$ cat src/rcr_pkg.sv
// Operation
// - power-on or brown-out: restart 0000h, status and cause flags preset
// - pin reset while running: restart 0000h, clear pin flag only
// - pin reset in sleep: restart 0000h, timeout 1, powerdown 0
// - watchdog: running restarts and clears flags; in sleep resumes PC+1
// - interrupt wake: resume PC+1, timeout 1, powerdown 0, vector if enabled
// - reset instruction: restart 0000h, clear instruction flag only
// - stack overflow with stack reset enabled: restart, set overflow flag
// - stack underflow with stack reset enabled: restart, set underflow flag
// - each reset other than power-on and brown-out updates only the cause flag of its own source
// - hardware returns cause flags to inactive only on power-on or brown-out; software may too
// - software may write flags active; no reset action follows
// - software brown-out enable always read/write; acts only in mode 01
// - brown-out ready reads 1 while detector active, read only
// - unimplemented bits read zero
// - stack flags active high; watchdog, pin, instruction flags active low
package rcr_pkg;

  // ==========================================================
  // register map
  localparam int          ADDR_W        = 3;
  localparam logic [2:0]  OFF_BOR_CTRL  = 3'h0;
  localparam logic [2:0]  OFF_CAUSE     = 3'h1;
  localparam logic [2:0]  OFF_IRQ_STAT  = 3'h2;
  localparam logic [2:0]  OFF_IRQ_MASK  = 3'h3;

  // ==========================================================
  // brown-out control fields
  localparam int          BC_SW_EN      = 7;
  localparam int          BC_RSVD       = 6;
  localparam int          BC_READY      = 0;
  localparam logic        BC_SW_EN_RST  = 1'h1;
  localparam logic        BC_RSVD_RST   = 1'h0;
  localparam logic [1:0]  BMODE_OFF     = 2'h0;
  localparam logic [1:0]  BMODE_SW      = 2'h1;
  localparam logic [1:0]  BMODE_NOSLEEP = 2'h2;
  localparam logic [1:0]  BMODE_ON      = 2'h3;

  // ==========================================================
  // cause flag fields
  localparam int          CF_OVF        = 7;
  localparam int          CF_UNF        = 6;
  localparam int          CF_WDT_N      = 4;
  localparam int          CF_EXT_N      = 3;
  localparam int          CF_RI_N       = 2;
  localparam int          CF_POR_N      = 1;
  localparam int          CF_BOR_N      = 0;
  localparam logic [7:0]  CF_IMPL_MASK  = 8'hdf;
  localparam logic [7:0]  CF_RST        = 8'h1d;

  // ==========================================================
  // interrupt event bits
  localparam int          EV_W          = 8;
  localparam int          EV_POR        = 0;
  localparam int          EV_BOR        = 1;
  localparam int          EV_EXT        = 2;
  localparam int          EV_WDT        = 3;
  localparam int          EV_RI         = 4;
  localparam int          EV_OVF        = 5;
  localparam int          EV_UNF        = 6;
  localparam int          EV_WAKE       = 7;

  // ==========================================================
  // program counter targets
  localparam int          PC_W          = 15;
  localparam logic [14:0] PC_RESTART    = 15'h0000;
  localparam logic [14:0] PC_INT_VECTOR = 15'h0004;

endpackage

$ cat src/rcr_sync.sv
`timescale 1ns/100ps
`default_nettype none
module rcr_sync #(
  parameter logic RST_VAL = 1'b0
) (
  input  wire logic i_clk,
  input  wire logic i_reset_n,
  input  wire logic i_async,
  output logic      o_sync
);

  // ==========================================================
  // two-stage synchroniser
  logic meta_q;
  logic sync_q;

  always_ff @(posedge i_clk or negedge i_reset_n) begin
    if (!i_reset_n) begin
      meta_q <= RST_VAL;
      sync_q <= RST_VAL;
    end else begin
      meta_q <= i_async;
      sync_q <= meta_q;
    end
  end

  assign o_sync = sync_q;

endmodule
`default_nettype wire

$ cat src/rcr_irq.sv
`timescale 1ns/100ps
`default_nettype none
module rcr_irq #(
  parameter int W = 8
) (
  input  wire logic         i_clk,
  input  wire logic         i_reset_n,
  input  wire logic [W-1:0] i_event,
  input  wire logic         i_stat_wr,
  input  wire logic         i_mask_wr,
  input  wire logic [W-1:0] i_wdata,
  output logic      [W-1:0] o_status,
  output logic      [W-1:0] o_mask,
  output logic              o_irq
);

  // ==========================================================
  // sticky status, write one to clear, set wins
  logic [W-1:0] stat_q;
  logic [W-1:0] stat_d;
  logic [W-1:0] mask_q;
  logic [W-1:0] clr;

  assign clr    = i_stat_wr ? i_wdata : '0;
  assign stat_d = (stat_q & ~clr) | i_event;

  always_ff @(posedge i_clk or negedge i_reset_n) begin
    if (!i_reset_n) begin
      stat_q <= '0;
      mask_q <= '0;
    end else begin
      stat_q <= stat_d;
      if (i_mask_wr) begin
        mask_q <= i_wdata;
      end
    end
  end

  assign o_status = stat_q;
  assign o_mask   = mask_q;
  assign o_irq    = |(stat_q & mask_q);

endmodule
`default_nettype wire

$ cat src/rcr_top.sv
// Added by the designer: the plain strobed port and the register addresses.
`timescale 1ns/100ps
`default_nettype none
module rcr_top #(
  parameter int PCW = rcr_pkg::PC_W
) (
  input  wire logic                      i_clk,
  input  wire logic                      i_reset_n,
  // reset and wake sources
  input  wire logic                      i_por_evt,
  input  wire logic                      i_bor_evt,
  input  wire logic                      i_external_reset_pin_n,
  input  wire logic                      i_wdt_evt,
  input  wire logic                      i_reset_instr_evt,
  input  wire logic                      i_stack_ovf_evt,
  input  wire logic                      i_stack_unf_evt,
  input  wire logic                      i_int_wake_evt,
  // core state and configuration
  input  wire logic                      i_sleeping,
  input  wire logic                      i_global_int_enable,
  input  wire logic [PCW-1:0]            i_pc,
  input  wire logic                      i_stack_reset_enable,
  input  wire logic [1:0]                i_brownout_mode_cfg,
  input  wire logic                      i_brownout_active,
  // register port
  input  wire logic [rcr_pkg::ADDR_W-1:0] i_addr,
  input  wire logic [7:0]                i_wdata,
  input  wire logic                      i_wr,
  input  wire logic                      i_rd,
  output logic      [7:0]                o_rdata,
  // restart towards the core
  output logic                           o_restart,
  output logic      [PCW-1:0]            o_restart_pc,
  output logic                           o_int_vector_req,
  output logic      [PCW-1:0]            o_int_vector,
  output logic                           o_alu_flags_clear,
  output logic                           o_timeout_flag_n,
  output logic                           o_powerdown_flag_n,
  output logic                           o_brownout_detect_en,
  output logic                           o_irq
);

  // ==========================================================
  // pin inputs
  logic ext_pin_s;
  logic ext_pin_q;
  logic ready_s;

  rcr_sync #(
    .RST_VAL (1'b1)
  ) u_sync_ext (
    .i_clk     (i_clk),
    .i_reset_n (i_reset_n),
    .i_async   (i_external_reset_pin_n),
    .o_sync    (ext_pin_s)
  );

  rcr_sync #(
    .RST_VAL (1'b0)
  ) u_sync_rdy (
    .i_clk     (i_clk),
    .i_reset_n (i_reset_n),
    .i_async   (i_brownout_active),
    .o_sync    (ready_s)
  );

  always_ff @(posedge i_clk or negedge i_reset_n) begin
    if (!i_reset_n) begin
      ext_pin_q <= 1'b1;
    end else begin
      ext_pin_q <= ext_pin_s;
    end
  end

  // ==========================================================
  // event decode by priority, one source per cycle except wake with instruction or stack events
  logic ev_ext;
  logic ev_por;
  logic ev_bor;
  logic ev_pin;
  logic ev_wdt;
  logic ev_ri;
  logic ev_ovf;
  logic ev_unf;
  logic ev_wake;
  logic ev_pin_run;
  logic ev_pin_slp;
  logic ev_wdt_run;
  logic ev_wdt_slp;
  logic ev_restart;
  logic ev_resume;

  // pin assertion edge becomes a single pulse
  assign ev_ext = ext_pin_q & ~ext_pin_s;

  assign ev_por = i_por_evt;
  assign ev_bor = i_bor_evt & ~ev_por;
  assign ev_pin = ev_ext & ~ev_por & ~ev_bor;
  assign ev_wdt = i_wdt_evt & ~ev_por & ~ev_bor & ~ev_pin;
  assign ev_ri  = i_reset_instr_evt & ~ev_por & ~ev_bor
                & ~ev_pin & ~ev_wdt;
  assign ev_ovf = i_stack_ovf_evt & i_stack_reset_enable
                & ~ev_por & ~ev_bor & ~ev_pin & ~ev_wdt
                & ~ev_ri;
  assign ev_unf = i_stack_unf_evt & i_stack_reset_enable
                & ~ev_por & ~ev_bor & ~ev_pin & ~ev_wdt
                & ~ev_ri & ~ev_ovf;
  assign ev_wake = i_int_wake_evt & i_sleeping
                 & ~ev_por & ~ev_bor & ~ev_pin & ~ev_wdt;

  assign ev_pin_run = ev_pin & ~i_sleeping;
  assign ev_pin_slp = ev_pin & i_sleeping;
  assign ev_wdt_run = ev_wdt & ~i_sleeping;
  assign ev_wdt_slp = ev_wdt & i_sleeping;

  assign ev_restart = ev_por | ev_bor | ev_pin | ev_wdt_run
                    | ev_ri | ev_ovf | ev_unf;
  assign ev_resume  = ev_wdt_slp | ev_wake;

  // ==========================================================
  // register decode
  logic wr_bc;
  logic wr_cf;
  logic wr_ist;
  logic wr_imk;

  assign wr_bc  = i_wr & (i_addr == rcr_pkg::OFF_BOR_CTRL);
  assign wr_cf  = i_wr & (i_addr == rcr_pkg::OFF_CAUSE);
  assign wr_ist = i_wr & (i_addr == rcr_pkg::OFF_IRQ_STAT);
  assign wr_imk = i_wr & (i_addr == rcr_pkg::OFF_IRQ_MASK);

  // ==========================================================
  // cause flags
  logic [7:0] cause_q;
  logic [7:0] cause_d;
  logic [7:0] cause_sw;

  // software may write any flag, active or not, with no reset action
  assign cause_sw = wr_cf ? (i_wdata & rcr_pkg::CF_IMPL_MASK)
                          : cause_q;

  // hardware update overrides the write, and only its own bits
  always_comb begin
    cause_d = cause_sw;
    if (ev_por) begin
      cause_d[rcr_pkg::CF_OVF]   = 1'b0;
      cause_d[rcr_pkg::CF_UNF]   = 1'b0;
      cause_d[rcr_pkg::CF_WDT_N] = 1'b1;
      cause_d[rcr_pkg::CF_EXT_N] = 1'b1;
      cause_d[rcr_pkg::CF_RI_N]  = 1'b1;
      cause_d[rcr_pkg::CF_POR_N] = 1'b0;
    end else if (ev_bor) begin
      cause_d[rcr_pkg::CF_OVF]   = 1'b0;
      cause_d[rcr_pkg::CF_UNF]   = 1'b0;
      cause_d[rcr_pkg::CF_WDT_N] = 1'b1;
      cause_d[rcr_pkg::CF_EXT_N] = 1'b1;
      cause_d[rcr_pkg::CF_RI_N]  = 1'b1;
      cause_d[rcr_pkg::CF_BOR_N] = 1'b0;
    end else if (ev_pin) begin
      cause_d[rcr_pkg::CF_EXT_N] = 1'b0;
    end else if (ev_wdt_run) begin
      cause_d[rcr_pkg::CF_WDT_N] = 1'b0;
    end else if (ev_ri) begin
      cause_d[rcr_pkg::CF_RI_N]  = 1'b0;
    end else if (ev_ovf) begin
      cause_d[rcr_pkg::CF_OVF]   = 1'b1;
    end else if (ev_unf) begin
      cause_d[rcr_pkg::CF_UNF]   = 1'b1;
    end
    // other flags keep their value; only power-on and brown-out return flags inactive
  end

  always_ff @(posedge i_clk or negedge i_reset_n) begin
    if (!i_reset_n) begin
      cause_q <= rcr_pkg::CF_RST;
    end else begin
      cause_q <= cause_d;
    end
  end

  // ==========================================================
  // timeout and powerdown status bits
  logic to_q;
  logic to_d;
  logic pd_q;
  logic pd_d;

  always_comb begin
    to_d = to_q;
    pd_d = pd_q;
    if (ev_por | ev_bor) begin
      to_d = 1'b1;
      pd_d = 1'b1;
    end else if (ev_pin_slp) begin
      to_d = 1'b1;
      pd_d = 1'b0;
    end else if (ev_wdt_run) begin
      to_d = 1'b0;
    end else if (ev_wdt_slp) begin
      to_d = 1'b0;
      pd_d = 1'b0;
    end else if (ev_wake) begin
      to_d = 1'b1;
      pd_d = 1'b0;
    end
  end

  always_ff @(posedge i_clk or negedge i_reset_n) begin
    if (!i_reset_n) begin
      to_q <= 1'b1;
      pd_q <= 1'b1;
    end else begin
      to_q <= to_d;
      pd_q <= pd_d;
    end
  end

  assign o_timeout_flag_n   = to_q;
  assign o_powerdown_flag_n = pd_q;

  // ==========================================================
  // restart point towards the core
  logic           restart_q;
  logic [PCW-1:0] restart_pc_q;
  logic [PCW-1:0] restart_pc_d;
  logic           vec_q;
  logic           alu_clr_q;
  logic [PCW-1:0] pc_next;

  assign pc_next = i_pc + PCW'(1);

  // resets start at the restart address, wake-ups at the next word
  assign restart_pc_d = ev_restart ? PCW'(rcr_pkg::PC_RESTART)
                      : pc_next;

  always_ff @(posedge i_clk or negedge i_reset_n) begin
    if (!i_reset_n) begin
      restart_q    <= 1'b0;
      restart_pc_q <= '0;
      vec_q        <= 1'b0;
      alu_clr_q    <= 1'b0;
    end else begin
      restart_q <= ev_restart | ev_resume;
      if (ev_restart | ev_resume) begin
        restart_pc_q <= restart_pc_d;
      end
      vec_q     <= ev_wake & i_global_int_enable;
      alu_clr_q <= ev_por | ev_bor;
    end
  end

  assign o_restart         = restart_q;
  assign o_restart_pc      = restart_pc_q;
  assign o_int_vector_req  = vec_q;
  assign o_int_vector      = PCW'(rcr_pkg::PC_INT_VECTOR);
  assign o_alu_flags_clear = alu_clr_q;

  // ==========================================================
  // brown-out control
  logic sw_brownout_enable_q;
  logic rsvd_q;

  always_ff @(posedge i_clk or negedge i_reset_n) begin
    if (!i_reset_n) begin
      sw_brownout_enable_q <= rcr_pkg::BC_SW_EN_RST;
      rsvd_q               <= rcr_pkg::BC_RSVD_RST;
    end else if (ev_por | ev_bor) begin
      sw_brownout_enable_q <= rcr_pkg::BC_SW_EN_RST;
      rsvd_q               <= rcr_pkg::BC_RSVD_RST;
    end else if (wr_bc) begin
      sw_brownout_enable_q <= i_wdata[rcr_pkg::BC_SW_EN];
      rsvd_q               <= i_wdata[rcr_pkg::BC_RSVD];
    end
  end

  logic [1:0] bmode;
  assign bmode = i_brownout_mode_cfg;

  assign o_brownout_detect_en =
      (bmode == rcr_pkg::BMODE_ON)
    | ((bmode == rcr_pkg::BMODE_NOSLEEP) & ~i_sleeping)
    | ((bmode == rcr_pkg::BMODE_SW) & sw_brownout_enable_q);

  // ==========================================================
  // interrupt events
  logic [rcr_pkg::EV_W-1:0] evec;
  logic [rcr_pkg::EV_W-1:0] ist;
  logic [rcr_pkg::EV_W-1:0] imk;

  always_comb begin
    evec                   = '0;
    evec[rcr_pkg::EV_POR]  = ev_por;
    evec[rcr_pkg::EV_BOR]  = ev_bor;
    evec[rcr_pkg::EV_EXT]  = ev_pin;
    evec[rcr_pkg::EV_WDT]  = ev_wdt;
    evec[rcr_pkg::EV_RI]   = ev_ri;
    evec[rcr_pkg::EV_OVF]  = ev_ovf;
    evec[rcr_pkg::EV_UNF]  = ev_unf;
    evec[rcr_pkg::EV_WAKE] = ev_wake;
  end

  rcr_irq #(
    .W (rcr_pkg::EV_W)
  ) u_irq (
    .i_clk     (i_clk),
    .i_reset_n (i_reset_n),
    .i_event   (evec),
    .i_stat_wr (wr_ist),
    .i_mask_wr (wr_imk),
    .i_wdata   (i_wdata),
    .o_status  (ist),
    .o_mask    (imk),
    .o_irq     (o_irq)
  );

  // ==========================================================
  // read data, one cycle after the strobe
  logic [7:0] bc_rd;
  logic [7:0] rd_mux;
  logic [7:0] rdata_q;

  always_comb begin
    bc_rd                   = '0;
    bc_rd[rcr_pkg::BC_SW_EN] = sw_brownout_enable_q;
    bc_rd[rcr_pkg::BC_RSVD]  = rsvd_q;
    bc_rd[rcr_pkg::BC_READY] = ready_s;
  end

  assign rd_mux =
      (i_addr == rcr_pkg::OFF_BOR_CTRL) ? bc_rd
    : (i_addr == rcr_pkg::OFF_CAUSE)
      ? (cause_q & rcr_pkg::CF_IMPL_MASK)
    : (i_addr == rcr_pkg::OFF_IRQ_STAT) ? ist
    : (i_addr == rcr_pkg::OFF_IRQ_MASK) ? imk
    : 8'h00;

  always_ff @(posedge i_clk or negedge i_reset_n) begin
    if (!i_reset_n) begin
      rdata_q <= 8'h00;
    end else if (i_rd) begin
      rdata_q <= rd_mux;
    end else begin
      rdata_q <= 8'h00;
    end
  end

  assign o_rdata = rdata_q;

endmodule
`default_nettype wire

$ cat config.mk
export PLATFORM = sky130hd
export DESIGN_NAME = rcr_top
export DESIGN_NICKNAME = d
export VERILOG_FILES = /design/src/rcr_pkg.sv /design/src/rcr_sync.sv /design/src/rcr_irq.sv /design/src/rcr_top.sv
export SDC_FILE = /design/constraint.sdc
export NUM_CORES = 1
export LEC_CHECK = 0
export BUFFER_PORTS_ARGS = -buffer_cell sky130_fd_sc_hd__buf_2
export CORE_UTILIZATION = 50
export CTS_CLUSTER_DIAMETER = 30
export DETAILED_ROUTE_END_ITERATION = 16
export GPL_TIMING_DRIVEN = 0
export HOLD_SLACK_MARGIN = 0.03
export PLACE_DENSITY = 0.78
export REMOVE_ABC_BUFFERS = 1
export SLEW_MARGIN = 0
export SYNTH_ARGS = -nofsm -noshare
export SYNTH_HDL_FRONTEND = slang
export SYNTH_HIERARCHICAL = 1
export SYNTH_SLANG_ARGS = --single-unit
$ cat constraint.sdc
create_clock -name i_clk -period 1.8 [get_ports i_clk]
set_input_delay 0 -clock i_clk [delete_from_list [all_inputs] [get_ports i_clk]]
set_output_delay 0 -clock i_clk [all_outputs]
set_load 0.005 [all_outputs]
==> summary.md <==
| Metric | Value |
|---|---|
| # diodes | `0` |
| Yosys cell types | `51` |
| Synth area leader | `dfrtp_1` |
| Critical path peak fanout | `16` |
| Die X | `about 80 µm` |
| Vias in the first global route | `approximately 2,300` |
| CTS Root Cell | `clkbuf_8` |
| DP HPWL | `~4.4 mm` |
| Largest family of logic cells by synthesized area | `simple AND/OR/NAND/NOR gates` |
| Synth Area in Simple Gates | `0.183` |
| Crit path buf inv count | `0` |
| Sequential cell area fraction in the yosys report | `0.481` |
| Number of endpoints failing setup at the final stage | `0` |
| Register share of total power | `0.478` |
| Syn avg cell area | `10.9 µm²` |
| R2r startpoint | `u_sync_ext/o_sync$_DFF_PN1_` |
| Starting Density | `0.517` |
| First drt pass iteration count | `4` |
| Setup WS post-layout | `around 0.14 ns` |
| Cell area after synthesis | `3040 µm²` |
| Kind of critical path | `reg2reg` |
| Sw frac | `0.260` |
| RD Place Congestion | `~0.8` |
| Worst path max stage delay | `between 0.5 and 0.6 ns` |
| Final Max Slew Viols | `0` |
| Largest net degree at the start of global routing | `59` |
| P per Cell Area | `~790 nW/µm²` |
| Worst hold path class | `in2reg` |
| Routed WL | `approximately 6.5 mm` |
| LEAKAGE | `approximately 1.8 nW` |
| DR DRC count | `0` |
| R2R Path End | `o_restart$_DFF_PN0_` |
| Port buffer count | `73` |
| Outcome | `finished, final reports clean` |
| DRT iter0 DRCs | `83` |
| Top delay family on crit path | `simple AND/OR/NAND/NOR gates` |
| Hold Vio Cnt, Final | `0` |
| CTS clk-pin slew, worst paths | `roughly 0.060 ns` |
| Vias per inst | `about 5.2` |
| Power Total | `~3.1 mW` |
| Top cells by area, synth | `dfrtp_1 (39%), dfstp_2 (8.6%), mux2i_1 (4.3%), buf_4 (4.2%), mux2_4 (3.9%)` |
| Synth Area in Compound Gates | `0.132` |
| Sinks on Clock Net | `58` |
| Post-synth EDFFs | `0` |
| Total grt overflow | `0` |
| CTS Buf Count | `9` |
| Most common cell after layout, fill and taps aside | `buf_2` |
| Layout cell share with drive strength beyond 1 | `0.343` |
| Multiplexer share of the synthesized area | `0.0859` |
| Num rows | `28` |
| CP max stage cell | `dfstp_2` |
| Max clock buf depth | `2` |
| Post-synth top flop | `dfrtp_1` |
| DRT antenna net count | `0` |
| Non-Filler Instances | `460` |
| Critical path depth in cells | `4` |
| R2r setup slk | `0.14 ns` |
| Synth top area share | `0.395` |
| Total GRT Usage | `0.227` |
| Clk_lat worst skew | `0.34 ns` |
| Die height | `~80 µm` |
| Clock Skew | `0.00898 ns` |
| Fmax | `slightly above 600 MHz` |
| Yosys warnings | `6` |
| Worst slew pin tran | `between 1 and 1.5 ns` |
| Clock network power share | `0.368` |
| Synthesized netlist cell count | `278` |
| Final Util | `0.659` |
| Worst Setup SP | `u_sync_ext/o_sync$_DFF_PN1_` |
| Post-synthesis xor/xnor area fraction | `0.0374` |
| Crit share post-route | `0.921` |
| Crit path required time | `2.02 ns` |
| CTS tree | `yes` |
| Post-layout min period | `approximately 1.7 ns` |
| FF-to-FF path depth | `4` |
| Worst Path Arrival | `1.88 ns` |
| Pre-CTS worst setup slack | `-0.298 ns` |
| Crit path capture type | `register` |
| Core area | `5890 µm²` |
| Via count | `around 2,400` |
| H-tree depth | `3` |
| #FFs+latches synth | `a little under 60` |
| Post-layout nets | `~430` |
| Worst setup endpoint | `o_restart$_DFF_PN0_` |
| Cells after DPL | `412` |
| Most frequent cells in the layout | `buf_2 (72), dfrtp_1 (48), dlygate4sd3_1 (30), nor2_1 (28), nand2_1 (17)` |
| Number of top-level pins | `between 80 and 90` |
| P&R area growth vs syn | `27.5%` |
| Slew HR | `0.325` |
| Crit start category | `register` |
| Synth Area in Adders | `0.00411` |
| Initial antenna violation count | `0` |
| Synth async-reset ratio | `1.00` |
| Critical path, cell by cell | `or2b_2 -> nand2_4 -> or3b_4 -> or2_1` |
| Logic pwr share | `0.154` |
| Peak supply drop | `about 0.64 mV` |
| Per-cell routed wire length | `between 10 and 15 µm` |
| Cell internal pwr | `between 2 and 2.5 mW` |
| RSZ-0062 raised after global routing | `no` |
| Max Cap Viol | `0` |
| DIE AREA | `roughly 6400 µm²` |
| First-pass GRT wire length | `10.8 mm` |
| Switching pwr | `~0.80 mW` |
## cells by family (layout without fill, tap and decap cells)
family                     count (synthesis)  after routing
AOI/OAI and AO/OA                         54             54
xor gates and xnor gates                  13             13
adders and majority gates                  1              1
buffers and inverters                     33            127
DFF                                       58             58
muxes                                     22             22
other                                      2             15
and+or+nand+nor                           95             95
## state kept, by name, indices dropped and copies added, names as in the netlist
| name | count |
|---|---|
| u_sync_ext/meta_q | 1 |
| u_irq/o_status | 8 |
| o_int_vector_req | 1 |
| u_sync_ext/o_sync | 1 |
| o_alu_flags_clear | 1 |
| u_sync_rdy/o_sync | 1 |
| u_sync_rdy/meta_q | 1 |
| u_irq/o_mask | 8 |
| o_restart | 1 |
| sw_brownout_enable_q | 1 |
| ext_pin_q | 1 |
| o_rdata | 8 |
| o_restart_pc | 15 |
| cause_q | 7 |
| o_timeout_flag_n | 1 |
| o_powerdown_flag_n | 1 |
| rsvd_q | 1 |
## what timing repair did
| item | in CTS | in global routing |
|---|---|---|
| buffers inserted | 2 | 0 |
| resized for setup | 3 | 0 |
| endpoints found under the setup margin | 16 | 0 |
| hold endpoints to repair | 88 | 0 |
| hold buffers | 30 | 0 |
## power groups by stage
stage                     clock [mW]  sequential, mW  combinational [mW]
after floorplan                    0            1.47               0.242
after global placement             0            1.49               0.405
after detailed placement           0            1.49               0.418
after CTS                       1.17            1.47               0.472
after global routing            1.23            1.48               0.523
final                           1.13            1.47               0.475
## worst min-delay path: stages
cell and delay (ns):
buf_2 0.11, xor2_1 0.14, a211oi_1 0.08
## metal layers
| metal | GRT usage | up-vias | share of wire |
|---|---|---|---|
| met3 | 0.0800 | 13 | 0.072 |
| met1 | 0.267 | 1150 | 0.41 |
| met4 | 0.0786 | 0 | 0.018 |
| met5 | 0 | - | 0 |
| met2 | 0.381 | 97 | 0.50 |
| li1 | - | 1154 | - |
## worst min-delay path by stage
stage	from	endpoint	slack, ns	cells past startpoint
after global placement	i_external_reset_pin_n	u_sync_ext/meta_q$_DFF_PN1_	0.11	1
final	i_pc[5]	o_restart_pc[5]$_DFFE_PN0P_	0.05	3
after detailed placement	i_external_reset_pin_n	u_sync_ext/meta_q$_DFF_PN1_	0.11	1
after global routing	i_pc[4]	o_restart_pc[4]$_DFFE_PN0P_	0.06	3
after floorplan	i_reset_n	cause_q[1]$_DFFE_PN0P_	-0.30	0
after CTS	i_pc[5]	o_restart_pc[5]$_DFFE_PN0P_	0.03	3
## synth_stat cells (2+ instances only)
cell / n
dfrtp_1: 48
nor2_1: 28
buf_4: 17
nand2_1: 17
mux2i_1: 13
a211oi_1: 12
dfstp_2: 10
xnor2_1: 10
a21oi_1: 9
a211oi_2: 8
a21o_1: 8
mux2_4: 8
o21ai_0: 8
nor3_1: 7
nand3_1: 6
clkbuf_1: 5
inv_1: 5
a22oi_1: 4
and3b_1: 4
nor4_1: 4
buf_2: 3
nand4_1: 3
nor2b_1: 3
xor2_1: 3
and2_1: 2
and3_1: 2
buf_6: 2
conb_1: 2
nand2b_1: 2
nor3b_1: 2
o21a_1: 2
or2_1: 2
## cell type report
cell class	count	area (µm²)
clock inverters	6	57.6
clock buffers	10	128
well taps	75	93.8
fillers	491	2010
multi-input cells	200	1420
inverters	5	18.8
flip-flops and latches	58	1460
repair buffers	106	694
## through the flow
step / instance area, µm² / TNS, ns / hold slack [ns]
after floorplan: 2890 / -17.62 / -0.296
after global placement: 3350 / -30.85 / 0.107
after detailed placement: 3370 / -2.55 / 0.108
after CTS: 3880 / 0 / 0.0325
after global routing: 3880 / 0 / 0.0617
final: 3880 / 0 / 0.0532
Note: power is estimated with default switching activity, not from simulation.
